==> config.mk <==
export PLATFORM = sky130hd
export DESIGN_NAME = dac_scale_top
export DESIGN_NICKNAME = d
export VERILOG_FILES = /design/src/inc/dac_scale_pkg.sv /design/src/core/scale_stage.sv /design/src/core/dac_scale_top.sv
export SDC_FILE = /design/constraint.sdc
export NUM_CORES = 2
export LEC_CHECK = 0
export BUFFER_PORTS_ARGS = -buffer_cell sky130_fd_sc_hd__buf_2
export CAP_MARGIN = 25
export CORE_UTILIZATION = 40
export CTS_BUF_LIST = sky130_fd_sc_hd__clkbuf_16
export DETAILED_ROUTE_END_ITERATION = 16
export GPL_TIMING_DRIVEN = 0
export MAX_ROUTING_LAYER = met4
export SYNTH_ARGS = -nofsm -noshare
export SYNTH_HDL_FRONTEND = slang
export SYNTH_SLANG_ARGS = --single-unit
==> constraint.sdc <==
create_clock -name clk_i -period 20.1 [get_ports clk_i]
set_clock_uncertainty 0.15 [all_clocks]
set_input_delay 3.015 -clock clk_i [delete_from_list [all_inputs] [get_ports clk_i]]
set_output_delay 3.015 -clock clk_i [all_outputs]
set_load 0.01 [all_outputs]
==> src/inc/dac_scale_pkg.sv <==
// Constants, register map and helpers for the bipolar output scaling datapath
package dac_scale_pkg;

  // ----------------------------------------------------------------
  // Register indices (byte address is four times the index)
  // ----------------------------------------------------------------
  localparam logic [5:0] IDX_PD        = 6'h00;
  localparam logic [5:0] IDX_DAC       = 6'h01;
  localparam logic [5:0] IDX_COMP_OFS  = 6'h11;
  localparam logic [5:0] IDX_COMP_GAIN = 6'h12;
  localparam logic [5:0] IDX_FACT_OFS  = 6'h13;
  localparam logic [5:0] IDX_FACT_GAIN = 6'h14;
  localparam logic [5:0] IDX_FEATURE   = 6'h20;
  localparam logic [5:0] IDX_CUST_OFS  = 6'h21;
  localparam logic [5:0] IDX_CUST_GAIN = 6'h22;

  // ----------------------------------------------------------------
  // Feature register fields and reset values
  // ----------------------------------------------------------------
  localparam int FB_CUST_EN  = 0;
  localparam int FB_FACT_EN  = 1;
  localparam int FB_SIGN_MAG = 3;
  localparam int FB_VENDOR   = 5;

  localparam logic [15:0] FEATURE_RST = 16'h0002;
  localparam logic [15:0] UNITY_GAIN  = 16'h0100;
  localparam logic [15:0] OFS_RST     = 16'h0000;
  localparam logic [15:0] STATUS_MASK = 16'hfff8;
  localparam logic [11:0] DAC_RST     = 12'h800;
  localparam int          GAIN_SHIFT  = 8;
  localparam int          DAC_W       = 12;
  localparam int          DAC_STEPS   = 4095;
  localparam int          PIPE_LAT    = 5;

  typedef logic signed [15:0] sample_t;

  // Clamp a wide signed value into the 16-bit sample range
  function automatic sample_t sat16(input logic signed [24:0] v);
    if (v > 25'sh0007fff) begin
      sat16 = 16'sh7fff;
    end else if (v < -25'sh0008000) begin
      sat16 = -16'sh8000;
    end else begin
      sat16 = v[15:0];
    end
  endfunction

endpackage

==> src/core/scale_stage.sv <==
// One straight-line scaling stage: y = offset + (gain * x) >> 8, saturated
`timescale 1ns/1ps
`default_nettype none

module scale_stage (
  input  wire logic                 clk_i,
  input  wire logic                 rst_i,
  input  wire logic                 valid_i,
  input  wire logic                 en_i,
  input  wire dac_scale_pkg::sample_t x_i,
  input  wire logic [15:0]          gain_i,
  input  wire logic [15:0]          offset_i,
  output logic                      valid_o,
  output dac_scale_pkg::sample_t    y_o
);
  import dac_scale_pkg::*;

  typedef struct packed {
    logic    vld;
    sample_t y;
  } stage_s;

  stage_s s_q;
  stage_s s_d;
  logic signed [31:0] prod;
  logic signed [24:0] sum;

  // ----------------------------------------------------------------
  // Arithmetic
  // ----------------------------------------------------------------
  always_comb begin
    prod  = 32'(x_i * $signed(gain_i));
    sum   = 25'(signed'(prod[31:GAIN_SHIFT])) + 25'(signed'(offset_i)); // [RL17]
    s_d   = s_q;
    s_d.vld = valid_i;
    if (valid_i) begin
      s_d.y = en_i ? sat16(sum) : x_i; // [RL16]
    end
  end

  always_ff @(posedge clk_i) begin
    if (rst_i) begin
      s_q <= '0;
    end else begin
      s_q <= s_d;
    end
  end

  assign valid_o = s_q.vld;
  assign y_o     = s_q.y;
endmodule

`default_nettype wire

==> src/core/dac_scale_top.sv <==
// Bipolar output scaling datapath with classic Wishbone configuration registers
//
// Behaviour
// (RL1) Output spans -10 V to +10 V through a 12-bit converter code.
// (RL2) By default process words are two's complement; 0xffff is minus one.
// (RL3) Feature register selects sign-magnitude or vendor format instead.
// (RL4) 0x8000 is minus full scale, 0 is zero, 0x7fff plus full scale.
// (RL5) No scaling enabled: code is value times compensation gain plus offset.
// (RL6) Factory scaling alone (default) runs before compensation.
// (RL7) Custom scaling alone runs before compensation.
// (RL8) Both enabled: factory, then custom, then compensation.
// (RL9) Coefficient registers sit at indices 17,18,19,20,33,34.
// (RL10) Feature register at index 32 chooses which stages are active.
// (RL11) Configuration path reads and writes every register; the converter code at index 1 is read-only here.
// (RL12) Fieldbus process data wins over a concurrent configuration access.
// (RL13) Feature bit 0 enables custom scaling (off), bit 1 factory (on).
// (RL14) Feature bit 3 sign-magnitude, bit 5 vendor format; both off.
// (RL15) Custom gain resets to 256, custom offset to zero.
// (RL16) Final result saturates into the converter range, never wraps.
// (RL17) Gains are fixed point, 256 is unity, product shifted right by 8.
`timescale 1ns/1ps
`default_nettype none

module dac_scale_top (
  input  wire logic        clk_i,
  input  wire logic        rst_i,
  input  wire logic        cyc_i,
  input  wire logic        stb_i,
  input  wire logic        we_i,
  input  wire logic [7:0]  adr_i,
  input  wire logic [3:0]  sel_i,
  input  wire logic [31:0] dat_i,
  output logic      [31:0] dat_o,
  output logic             ack_o,
  input  wire logic        pd_valid_i,
  input  wire logic [15:0] pd_data_i,
  output logic      [11:0] dac_code_o,
  output logic             dac_valid_o
);
  import dac_scale_pkg::*;

  // ----------------------------------------------------------------
  // State
  // ----------------------------------------------------------------
  typedef struct packed {
    logic [15:0] pd;
    logic [15:0] comp_ofs;
    logic [15:0] comp_gain;
    logic [15:0] fact_ofs;
    logic [15:0] fact_gain;
    logic [15:0] feature;
    logic [15:0] cust_ofs;
    logic [15:0] cust_gain;
    logic        load;
    logic        ack;
    logic [31:0] rdat;
    logic [11:0] dac;
    logic        dac_vld;
  } state_s;

  state_s s_q;
  state_s s_d;

  logic        wb_req;
  logic [5:0]  idx;
  sample_t     x_dec;
  logic        fact_vld;
  sample_t     fact_y;
  logic        cust_vld;
  sample_t     cust_y;
  logic        comp_vld;
  sample_t     comp_y;

  // ----------------------------------------------------------------
  // Helpers
  // ----------------------------------------------------------------
  // Byte-lane merge of a 16-bit register
  function automatic logic [15:0] wr16(input logic [15:0] old, input logic [31:0] d,
                                       input logic [3:0] sel);
    wr16[7:0]  = sel[0] ? d[7:0]  : old[7:0];
    wr16[15:8] = sel[1] ? d[15:8] : old[15:8];
  endfunction

  // Process word into signed sample according to the feature bits
  function automatic sample_t decode(input logic [15:0] raw, input logic [15:0] feat);
    if (feat[FB_SIGN_MAG]) begin
      decode = raw[15] ? 16'(16'h0000 - {1'b0, raw[14:0]}) : {1'b0, raw[14:0]}; // [RL3]
    end else if (feat[FB_VENDOR]) begin
      decode = raw & STATUS_MASK; // [RL3]
    end else begin
      decode = raw; // [RL2]
    end
  endfunction

  assign idx    = adr_i[7:2];
  assign wb_req = cyc_i && stb_i && !s_q.ack;
  assign x_dec  = decode(s_q.pd, s_q.feature);

  // ----------------------------------------------------------------
  // Scaling chain: factory, custom, compensation
  // ----------------------------------------------------------------
  scale_stage u_fact (
    .clk_i    (clk_i),
    .rst_i    (rst_i),
    .valid_i  (s_q.load),
    .en_i     (s_q.feature[FB_FACT_EN]),
    .x_i      (x_dec),
    .gain_i   (s_q.fact_gain),
    .offset_i (s_q.fact_ofs),
    .valid_o  (fact_vld),
    .y_o      (fact_y)
  ); // [RL6] [RL8]

  scale_stage u_cust (
    .clk_i    (clk_i),
    .rst_i    (rst_i),
    .valid_i  (fact_vld),
    .en_i     (s_q.feature[FB_CUST_EN]),
    .x_i      (fact_y),
    .gain_i   (s_q.cust_gain),
    .offset_i (s_q.cust_ofs),
    .valid_o  (cust_vld),
    .y_o      (cust_y)
  ); // [RL7] [RL8]

  scale_stage u_comp (
    .clk_i    (clk_i),
    .rst_i    (rst_i),
    .valid_i  (cust_vld),
    .en_i     (1'b1),
    .x_i      (cust_y),
    .gain_i   (s_q.comp_gain),
    .offset_i (s_q.comp_ofs),
    .valid_o  (comp_vld),
    .y_o      (comp_y)
  ); // [RL5]

  // ----------------------------------------------------------------
  // Next state
  // ----------------------------------------------------------------
  always_comb begin
    s_d         = s_q;
    s_d.ack     = 1'b0;
    s_d.load    = 1'b0;
    s_d.dac_vld = 1'b0;
    if (pd_valid_i) begin
      // Process data takes the cycle; a pending bus access waits
      s_d.pd   = pd_data_i; // [RL12]
      s_d.load = 1'b1;
    end else if (wb_req) begin
      s_d.ack  = 1'b1; // [RL11]
      s_d.rdat = 32'h0000_0000;
      case (idx)
        IDX_PD:        s_d.rdat[15:0] = s_q.pd;
        IDX_DAC:       s_d.rdat[11:0] = s_q.dac;
        IDX_COMP_OFS:  s_d.rdat[15:0] = s_q.comp_ofs; // [RL9]
        IDX_COMP_GAIN: s_d.rdat[15:0] = s_q.comp_gain;
        IDX_FACT_OFS:  s_d.rdat[15:0] = s_q.fact_ofs;
        IDX_FACT_GAIN: s_d.rdat[15:0] = s_q.fact_gain;
        IDX_FEATURE:   s_d.rdat[15:0] = s_q.feature;
        IDX_CUST_OFS:  s_d.rdat[15:0] = s_q.cust_ofs;
        IDX_CUST_GAIN: s_d.rdat[15:0] = s_q.cust_gain;
        default:       s_d.rdat = 32'h0000_0000;
      endcase
      if (we_i) begin
        case (idx)
          IDX_PD: begin
            s_d.pd   = wr16(s_q.pd, dat_i, sel_i);
            s_d.load = 1'b1;
          end
          IDX_COMP_OFS:  s_d.comp_ofs  = wr16(s_q.comp_ofs, dat_i, sel_i); // [RL9]
          IDX_COMP_GAIN: s_d.comp_gain = wr16(s_q.comp_gain, dat_i, sel_i);
          IDX_FACT_OFS:  s_d.fact_ofs  = wr16(s_q.fact_ofs, dat_i, sel_i);
          IDX_FACT_GAIN: s_d.fact_gain = wr16(s_q.fact_gain, dat_i, sel_i);
          IDX_FEATURE:   s_d.feature   = wr16(s_q.feature, dat_i, sel_i); // [RL10]
          IDX_CUST_OFS:  s_d.cust_ofs  = wr16(s_q.cust_ofs, dat_i, sel_i);
          IDX_CUST_GAIN: s_d.cust_gain = wr16(s_q.cust_gain, dat_i, sel_i);
          default: begin
          end
        endcase
      end
    end
    if (comp_vld) begin
      // Signed sample to offset-binary code: 0x000 is -10 V, 0xfff is +10 V
      s_d.dac     = {~comp_y[15], comp_y[14:4]}; // [RL1] [RL4]
      s_d.dac_vld = 1'b1;
    end
  end

  // ----------------------------------------------------------------
  // Registers
  // ----------------------------------------------------------------
  always_ff @(posedge clk_i) begin
    if (rst_i) begin
      s_q           <= '0;
      s_q.feature   <= FEATURE_RST; // [RL13] [RL14]
      s_q.comp_gain <= UNITY_GAIN;
      s_q.comp_ofs  <= OFS_RST;
      s_q.fact_gain <= UNITY_GAIN;
      s_q.fact_ofs  <= OFS_RST;
      s_q.cust_gain <= UNITY_GAIN; // [RL15]
      s_q.cust_ofs  <= OFS_RST;
      s_q.dac       <= DAC_RST;
    end else begin
      s_q <= s_d;
    end
  end

  assign dat_o       = s_q.rdat;
  assign ack_o       = s_q.ack;
  assign dac_code_o  = s_q.dac;
  assign dac_valid_o = s_q.dac_vld;

  logic ident;
  assign ident = s_q.feature == FEATURE_RST && s_q.fact_gain == UNITY_GAIN &&
                 s_q.comp_gain == UNITY_GAIN && s_q.fact_ofs == OFS_RST &&
                 s_q.comp_ofs == OFS_RST;
endmodule

`default_nettype wire

# Yosys cells after proc, flatten, opt, wreduce, memory -nomap -nowiden
# Cells that the tools add are included.
classes:
  n_div: 0
  shifts: 0
  order_cmp: 6
  n_mul: 3
  n_addsub: 4
  n_reduce_logical: 27
  bitwise: 2
  eq_ne: 8
  n_mux: 43
op_table:
  columns: ["operator", "count"]
  rows:
  - ["two-way mux 16 bit", 19]
  - ["two-way mux 162 bit", 1]
  - ["two-way mux 129 bit", 1]
  - ["two-way mux 8 bit", 16]
  - ["case mux 12 bit (9 select lines)", 1]
  - ["multiplier 16 x 16 -> 32 bit", 3]
  - ["adder 24 x 16 -> 25 bit", 3]
  - ["greater-than comparator 25 x 16 -> 1 bit, second input constant", 3]
  - ["less-than comparator 25 x 16 -> 1 bit, second input constant", 3]
  - ["AND reduction 5 bit", 14]
  - ["case mux 4 bit (8 select lines)", 1]
  - ["equality test 6 x 5 -> 1 bit, second input constant", 4]
  - ["equality test 6 bit, second input constant", 3]
  - ["subtractor 1 x 15 -> 16 bit, first input constant", 1]
  - ["nonzero test 2 bit", 5]
  - ["AND reduction 4 bit", 2]
  - ["equality test 6 x 1 -> 1 bit, second input constant", 1]
  - ["zero test 6 bit", 1]
  - ["two-way mux 1 bit", 3]
  - ["two-way mux 3 bit", 1]
  - ["logical AND 1 bit", 2]
  - ["inverter 1 bit", 2]
  - ["AND reduction 2 bit", 1]
  - ["OR reduction 2 bit", 1]
  - ["zero test 1 bit", 1]
word_totals:
  ff_bits: 210
  ram_bits: 0
  memories: 0
  latchBits: 0
  rom_bits: 0

# Depth between registers and ports, before layout
depth:
  ltp_word: 9
  depth_mapped: 44
  depth_no_buf: 41

# Hierarchy
# Synthesis repeated with hierarchy kept, for this count alone.
unflattened:
  cells_unflattened: 5014
  hier_area_um2: 43045.0
modules_own_cells:
  columns: ["module", "area_per_inst_um2", "seq_area_each_um2", "instances", "cells_each"]
  rows:
  - ["scale_stage at u_comp", 11959.0, 340.3, 1, 1382]
  - ["scale_stage at u_fact", 11771.3, 340.3, 1, 1336]
  - ["scale_stage at u_cust", 11498.5, 340.3, 1, 1303]
  - ["dac_scale_top", 7816.2, 3183.1, 1, 993]

# Least setup slack after synthesis
# OpenSTA, ideal clock, no wires.
synth_path:
  path_type: "register -> register"
  from: "reg s_q[161] (netlist bit)"
  to: "reg u_fact.s_q (netlist bit u_fact.y_o[3])"
  stages_incl_launch_ff: 41
  slack_ns: 10.073
  t_arrival_ns: 9.758
  path_buffers: 3
  cell_sequence: "dfxtp_1 > clkbuf_1 > nor4_1 > nand2_1 > nor4_1 > a21oi_1 > xnor2_1 > clkbuf_1 > nand2_1 > fa_1 > fa_1 > fa_1 > inv_1 > fa_1 > fa_1 > inv_1 > fa_1 > inv_1 > (+5 left out) > o2111ai_2 > a21oi_1 > or2_1 > a21oi_1 > o21ai_1 > xor2_1 > ha_1 > a21oi_1 > o21ai_1 > or3_1 > a211oi_1 > nor3b_1 > a311oi_1 > nand4_1 > o41a_4 > buf_6 > a21oi_1 > o21ai_1"
synth_via:
  elab_chain_cells: 9
  elab_cells_between_ends: 11
  cone_classes: "2 x add/sub; 1 x mul; 2 x order compare; 6 x mux"
synth_lines:
  columns: ["element", "line", "rtl"]
  rows:
  - ["from (decl)", "dac_scale_top.sv:61", "state_s s_q;"]
  - ["subtractor 1 x 15 -> 16 bit", "dac_scale_top.sv:87", "decode = raw[15] ? 16'(16'h0000 - {1'b0, raw[14:0]}) : {1'b0, raw[14:0]};"]
  - ["two-way mux 16 bit", "dac_scale_top.sv:87", null]
  - ["two-way mux 16 bit (*)", "dac_scale_top.sv:86", "if (feat[FB_SIGN_MAG]) begin"]
  - ["multiplier 16 x 16 -> 32 bit", "scale_stage.sv:32", "prod = 32'(x_i * $signed(gain_i));"]
  - ["adder 24 x 16 -> 25 bit", "scale_stage.sv:33", "sum = 25'(signed'(prod[31:GAIN_SHIFT])) + 25'(signed'(offset_i));"]
  - ["less-than comparator 25 x 16 -> 1 bit", "dac_scale_pkg.sv:41", "end else if (v < -25'sh0008000) begin"]
  - ["two-way mux 16 bit", "dac_scale_pkg.sv:41", null]
  - ["two-way mux 16 bit", "dac_scale_pkg.sv:39", "if (v > 25'sh0007fff) begin"]
  - ["two-way mux 16 bit (*)", "scale_stage.sv:37", "s_d.y = en_i ? sat16(sum) : x_i;"]
  - ["to (signal assigned)", "scale_stage.sv:43", "s_q <= '0;"]
  - ["to (signal assigned)", "scale_stage.sv:45", "s_q <= s_d;"]
  - ["to (decl)", "scale_stage.sv:23", "stage_s s_q;"]
# Mark *: on every way between the ends. The rest lies on a longest branch, timed or not.
# A chain may end at the register's enable or synchronous reset.

# Worst setup path in the final report
layout_path:
  from: "reg s_q[161] (netlist bit)"
  to: "reg u_fact.s_q (netlist bit u_fact.y_o[6])"
# The elaborated chain is that of the path after synthesis.

==> impl_metrics.csv <==
group,metric,value,unit
routing,wl_per_cell,20.72,um
timing,timing.final.crit_share,60.00,%
synthesis,synth_compound_area_share,9.397,%
synthesis,ys_seq_area_share,9.858,%
floorplanning,die_width,325.4,um
synthesis,synthMuxAreaShare,3.266,%
synthesis,synth.largest_area_cell,"fa_1",
routing,final_antenna_net_count,0,
placement,place_hpwl,107.7,mm
worst_setup_path,cp_common_cell,"fa_1",
floorplanning,fp-row-count,118,
timing,rsz0062_at_grt,"no",
synthesis,synth_top_family_by_area,"adder cells",
grt,grt_pass1_vias,33477,
worst_setup_path,reg2reg_to,"u_fact.y_o[6]",
worst_setup_path,crit_path_start_kind,"register",
worst_setup_path,worstSetupStartpoint,"s_q[161]",
synthesis,synth_cell_types,94,
timing,worst_pin_slew,1.071,ns
timing,hold_viol,0,
routing,drt-pass1-iter-count,10,
routing,drtIter0Drc,2931,
routing,vias,32981,
synthesis,syn_avg_cell_area,8.802,um2
worst_setup_path,crit_path_max_incr_delay,0.72,ns
timing,setup_viol_count_final,0,
synthesis,synth.area.top_cells,"fa_1 (38%), dfxtp_1 (9.9%), ha_1 (9.4%)",
synthesis,ys_warn_count,0,
finish,final_common_cell,"inv_1",
clocking,cts_resized,0,
placement,gp_congestion,1.005,
floorplanning,io_pins,112,
synthesis,ys.flop_type,"dfxtp_1",
synthesis,synthCells,4753,
clocking,cts_buffers,23,
synthesis,yosysTopAreaCellShare,37.61,%
worst_setup_path,crit_fanout,10,
timing,fin_ws,8.040,ns
clocking,clk_path_buf_depth,3,
min_path,hp-class,"register to register",
worst_setup_path,cp_top_family,"adder cells",
power_and_ir_drop,power_leakage,20.17,nW
timing,relSlewSlack,28.35,%
worst_setup_path,worstPathRequired,20.37,ns
synthesis,synth_fa_ha_area_share,46.97,%
clocking,cts_tree,"done",
finish,area_delta_synth_final,7.058,%
finish,drive_gt1_share,4.884,%
routing,via_per_inst,5.269,
floorplanning,initial_core_util,40.36,%
timing,fin_crit,12.06,ns
worst_setup_path,r2r_start,"s_q[161]",
timing,fmax,0.08292,GHz
finish,nets,6024,
grt,antenna_found_initial,12,
grt,grt_pass1_wl,201.7,mm
routing,drc,0,
synthesis,synth_seq_cells,206,
finish,final_cell_mix,"inv_1 (910), fa_1 (786), nand2_1 (564)",
clocking,post_cts_buffers,0,
worst_setup_path,reg2reg_depth,40,
synthesis,synthXorXnorAreaFrac,3.469,%
clocking,cts_root_buffer,"clkbuf_16",
worst_setup_path,cp-end-kind,"register",
synthesis,synth_simple_gate_area_share,15.96,%
placement,numPortBuffers,55,
clocking,path_clk_slew,0.06,ns
routing,finalWirelength,129.7,mm
worst_setup_path,worst_path_max_delay_cell,"xnor2_2",
timing,tns,0,ns
min_path,hold_depth,2,
floorplanning,dieArea,105900,um2
synthesis,synth_area,41830,um2
worst_setup_path,r2r_slack,8.04,ns
power_and_ir_drop,finalPower,1.080,mW
clocking,clock_sinks,206,
clocking,cts_hold_buf,0,
placement,pre_cts_slack,8.142,ns
floorplanning,core_area,103600,um2
synthesis,synth_edf_count,0,
worst_setup_path,path_class,"register to register",
min_path,hold_end,"u_comp.y_o[15]",
grt,grt_max_degree,15,
status,outcome,"completed",
grt,grtUsageTotal,25.63,%
synthesis,async_reset_ff_share,0,%
worst_setup_path,critical_path_arrival,12.33,ns
worst_setup_path,crit_cells,40,
clocking,htreeDepth,1,
min_path,hold_path.startpoint,"u_comp.y_o[15]",
worst_setup_path,crit_buf_inv,7,
finish,utilization,43.21,%
power_and_ir_drop,p_per_area,24.11,nW/um2
flow_run,drv_cap,0,
floorplanning,die_y,325.4,um
timing,drv_slew,0,
power_and_ir_drop,irDropWorstVdd,0.04996,mV
clocking,clock_latency,0.54,ns
grt,overflow,0,
-- layout make-up --
type / instances / area (um2)
Fill cell: 10488 / 58860
Buffer: 270 / 1220
Inverter: 908 / 3408
Clock buffer: 23 / 575.6
Tap cell: 1380 / 1727
Timing Repair Buffer: 66 / 376.6
Sequential cell: 206 / 4124
Clock inverter: 16 / 192.7
Multi-Input combinational cell: 3384 / 33150
Antenna cell: 7 / 17.52
-- metrics by stage --
| step | cells | hold WS [ns] | area [um2] |
|---|---|---|---|
| global placement | 6203 | 0.3106 | 43890 |
| detailed placement | 6214 | 0.3190 | 44000 |
| floorplan | 4768 | 0.2998 | 41890 |
| global route | 6254 | 0.3670 | 44770 |
| CTS | 6253 | 0.3301 | 44770 |
| finish | 6260 | 0.3296 | 44790 |
-- synthesized netlist by cell type (all sizes together) (8+ instances only) --
cell type,n
mux2,12
nand2b,57
a221oi,23
a211oi,27
fa,786
a22oi,14
mux2i,123
nand2,574
or2,8
nand4,16
o21a,13
nor2b,25
a21o,41
ha,313
a222oi,30
nor4,12
a31oi,20
clkbuf,193
o211ai,15
o2111ai,32
o21bai,11
and2,313
xor2,52
o21ai,109
and3,15
a21oi,164
xnor2,112
nor2,286
buf,77
inv,908
dfxtp,206
nand3,45
nor3,30
-- kinds of logic after synthesis --
family	count (synthesis)
mux	135
flops	206
other cells	1
buf+inv	1178
simple gates	1407
xor+xnor	164
compound gates	563
fa+ha+maj	1099
-- tightest hold or removal path, cell delays in order, from the launching register on --
cell,delay (ns)
dfxtp_1,0.31
nand2b_1,0.07
a21oi_1,0.06
-- flip-flops by register name, summed over array words and instances (netlist names) --
register	count
u_cust.y_o	16
u_comp.valid_o	1
dat_o	16
dac_code_o	12
dac_valid_o	1
ack_o	1
u_comp.y_o	12
u_cust.valid_o	1
u_fact.y_o	16
s_q	129
u_fact.valid_o	1
-- worst max-delay path by stage --
| stage | to | slack, ns |
|---|---|---|
| 2_1_floorplan | u_fact.y_o[3] | 10.07 |
| 3_3_place_gp | u_fact.y_o[4] | 7.67 |
| 3_5_place_dp | u_fact.y_o[6] | 8.14 |
| 4_1_cts | u_fact.y_o[6] | 8.11 |
| 5_1_grt | u_fact.y_o[3] | 7.35 |
| 6_report | u_fact.y_o[6] | 8.04 |
-- where the power goes --
group	total [mW]	internal [mW]	switching (mW)
Clock	0.444	0.261	0.184
Sequential	0.422	0.415	0.00769
Combinational	0.213	0.0653	0.148
Total	1.08	0.741	0.339
-- per-layer routing --
layer,wire length (um),part of all wire (%),GRT usage (%)
met5,0,0,-
met4,3638,2.8,5.746
met3,9692,7.5,3.079
met2,59040,46,39.64
met1,57320,44,35.95
Note: power is estimated with default switching activity, not from simulation.
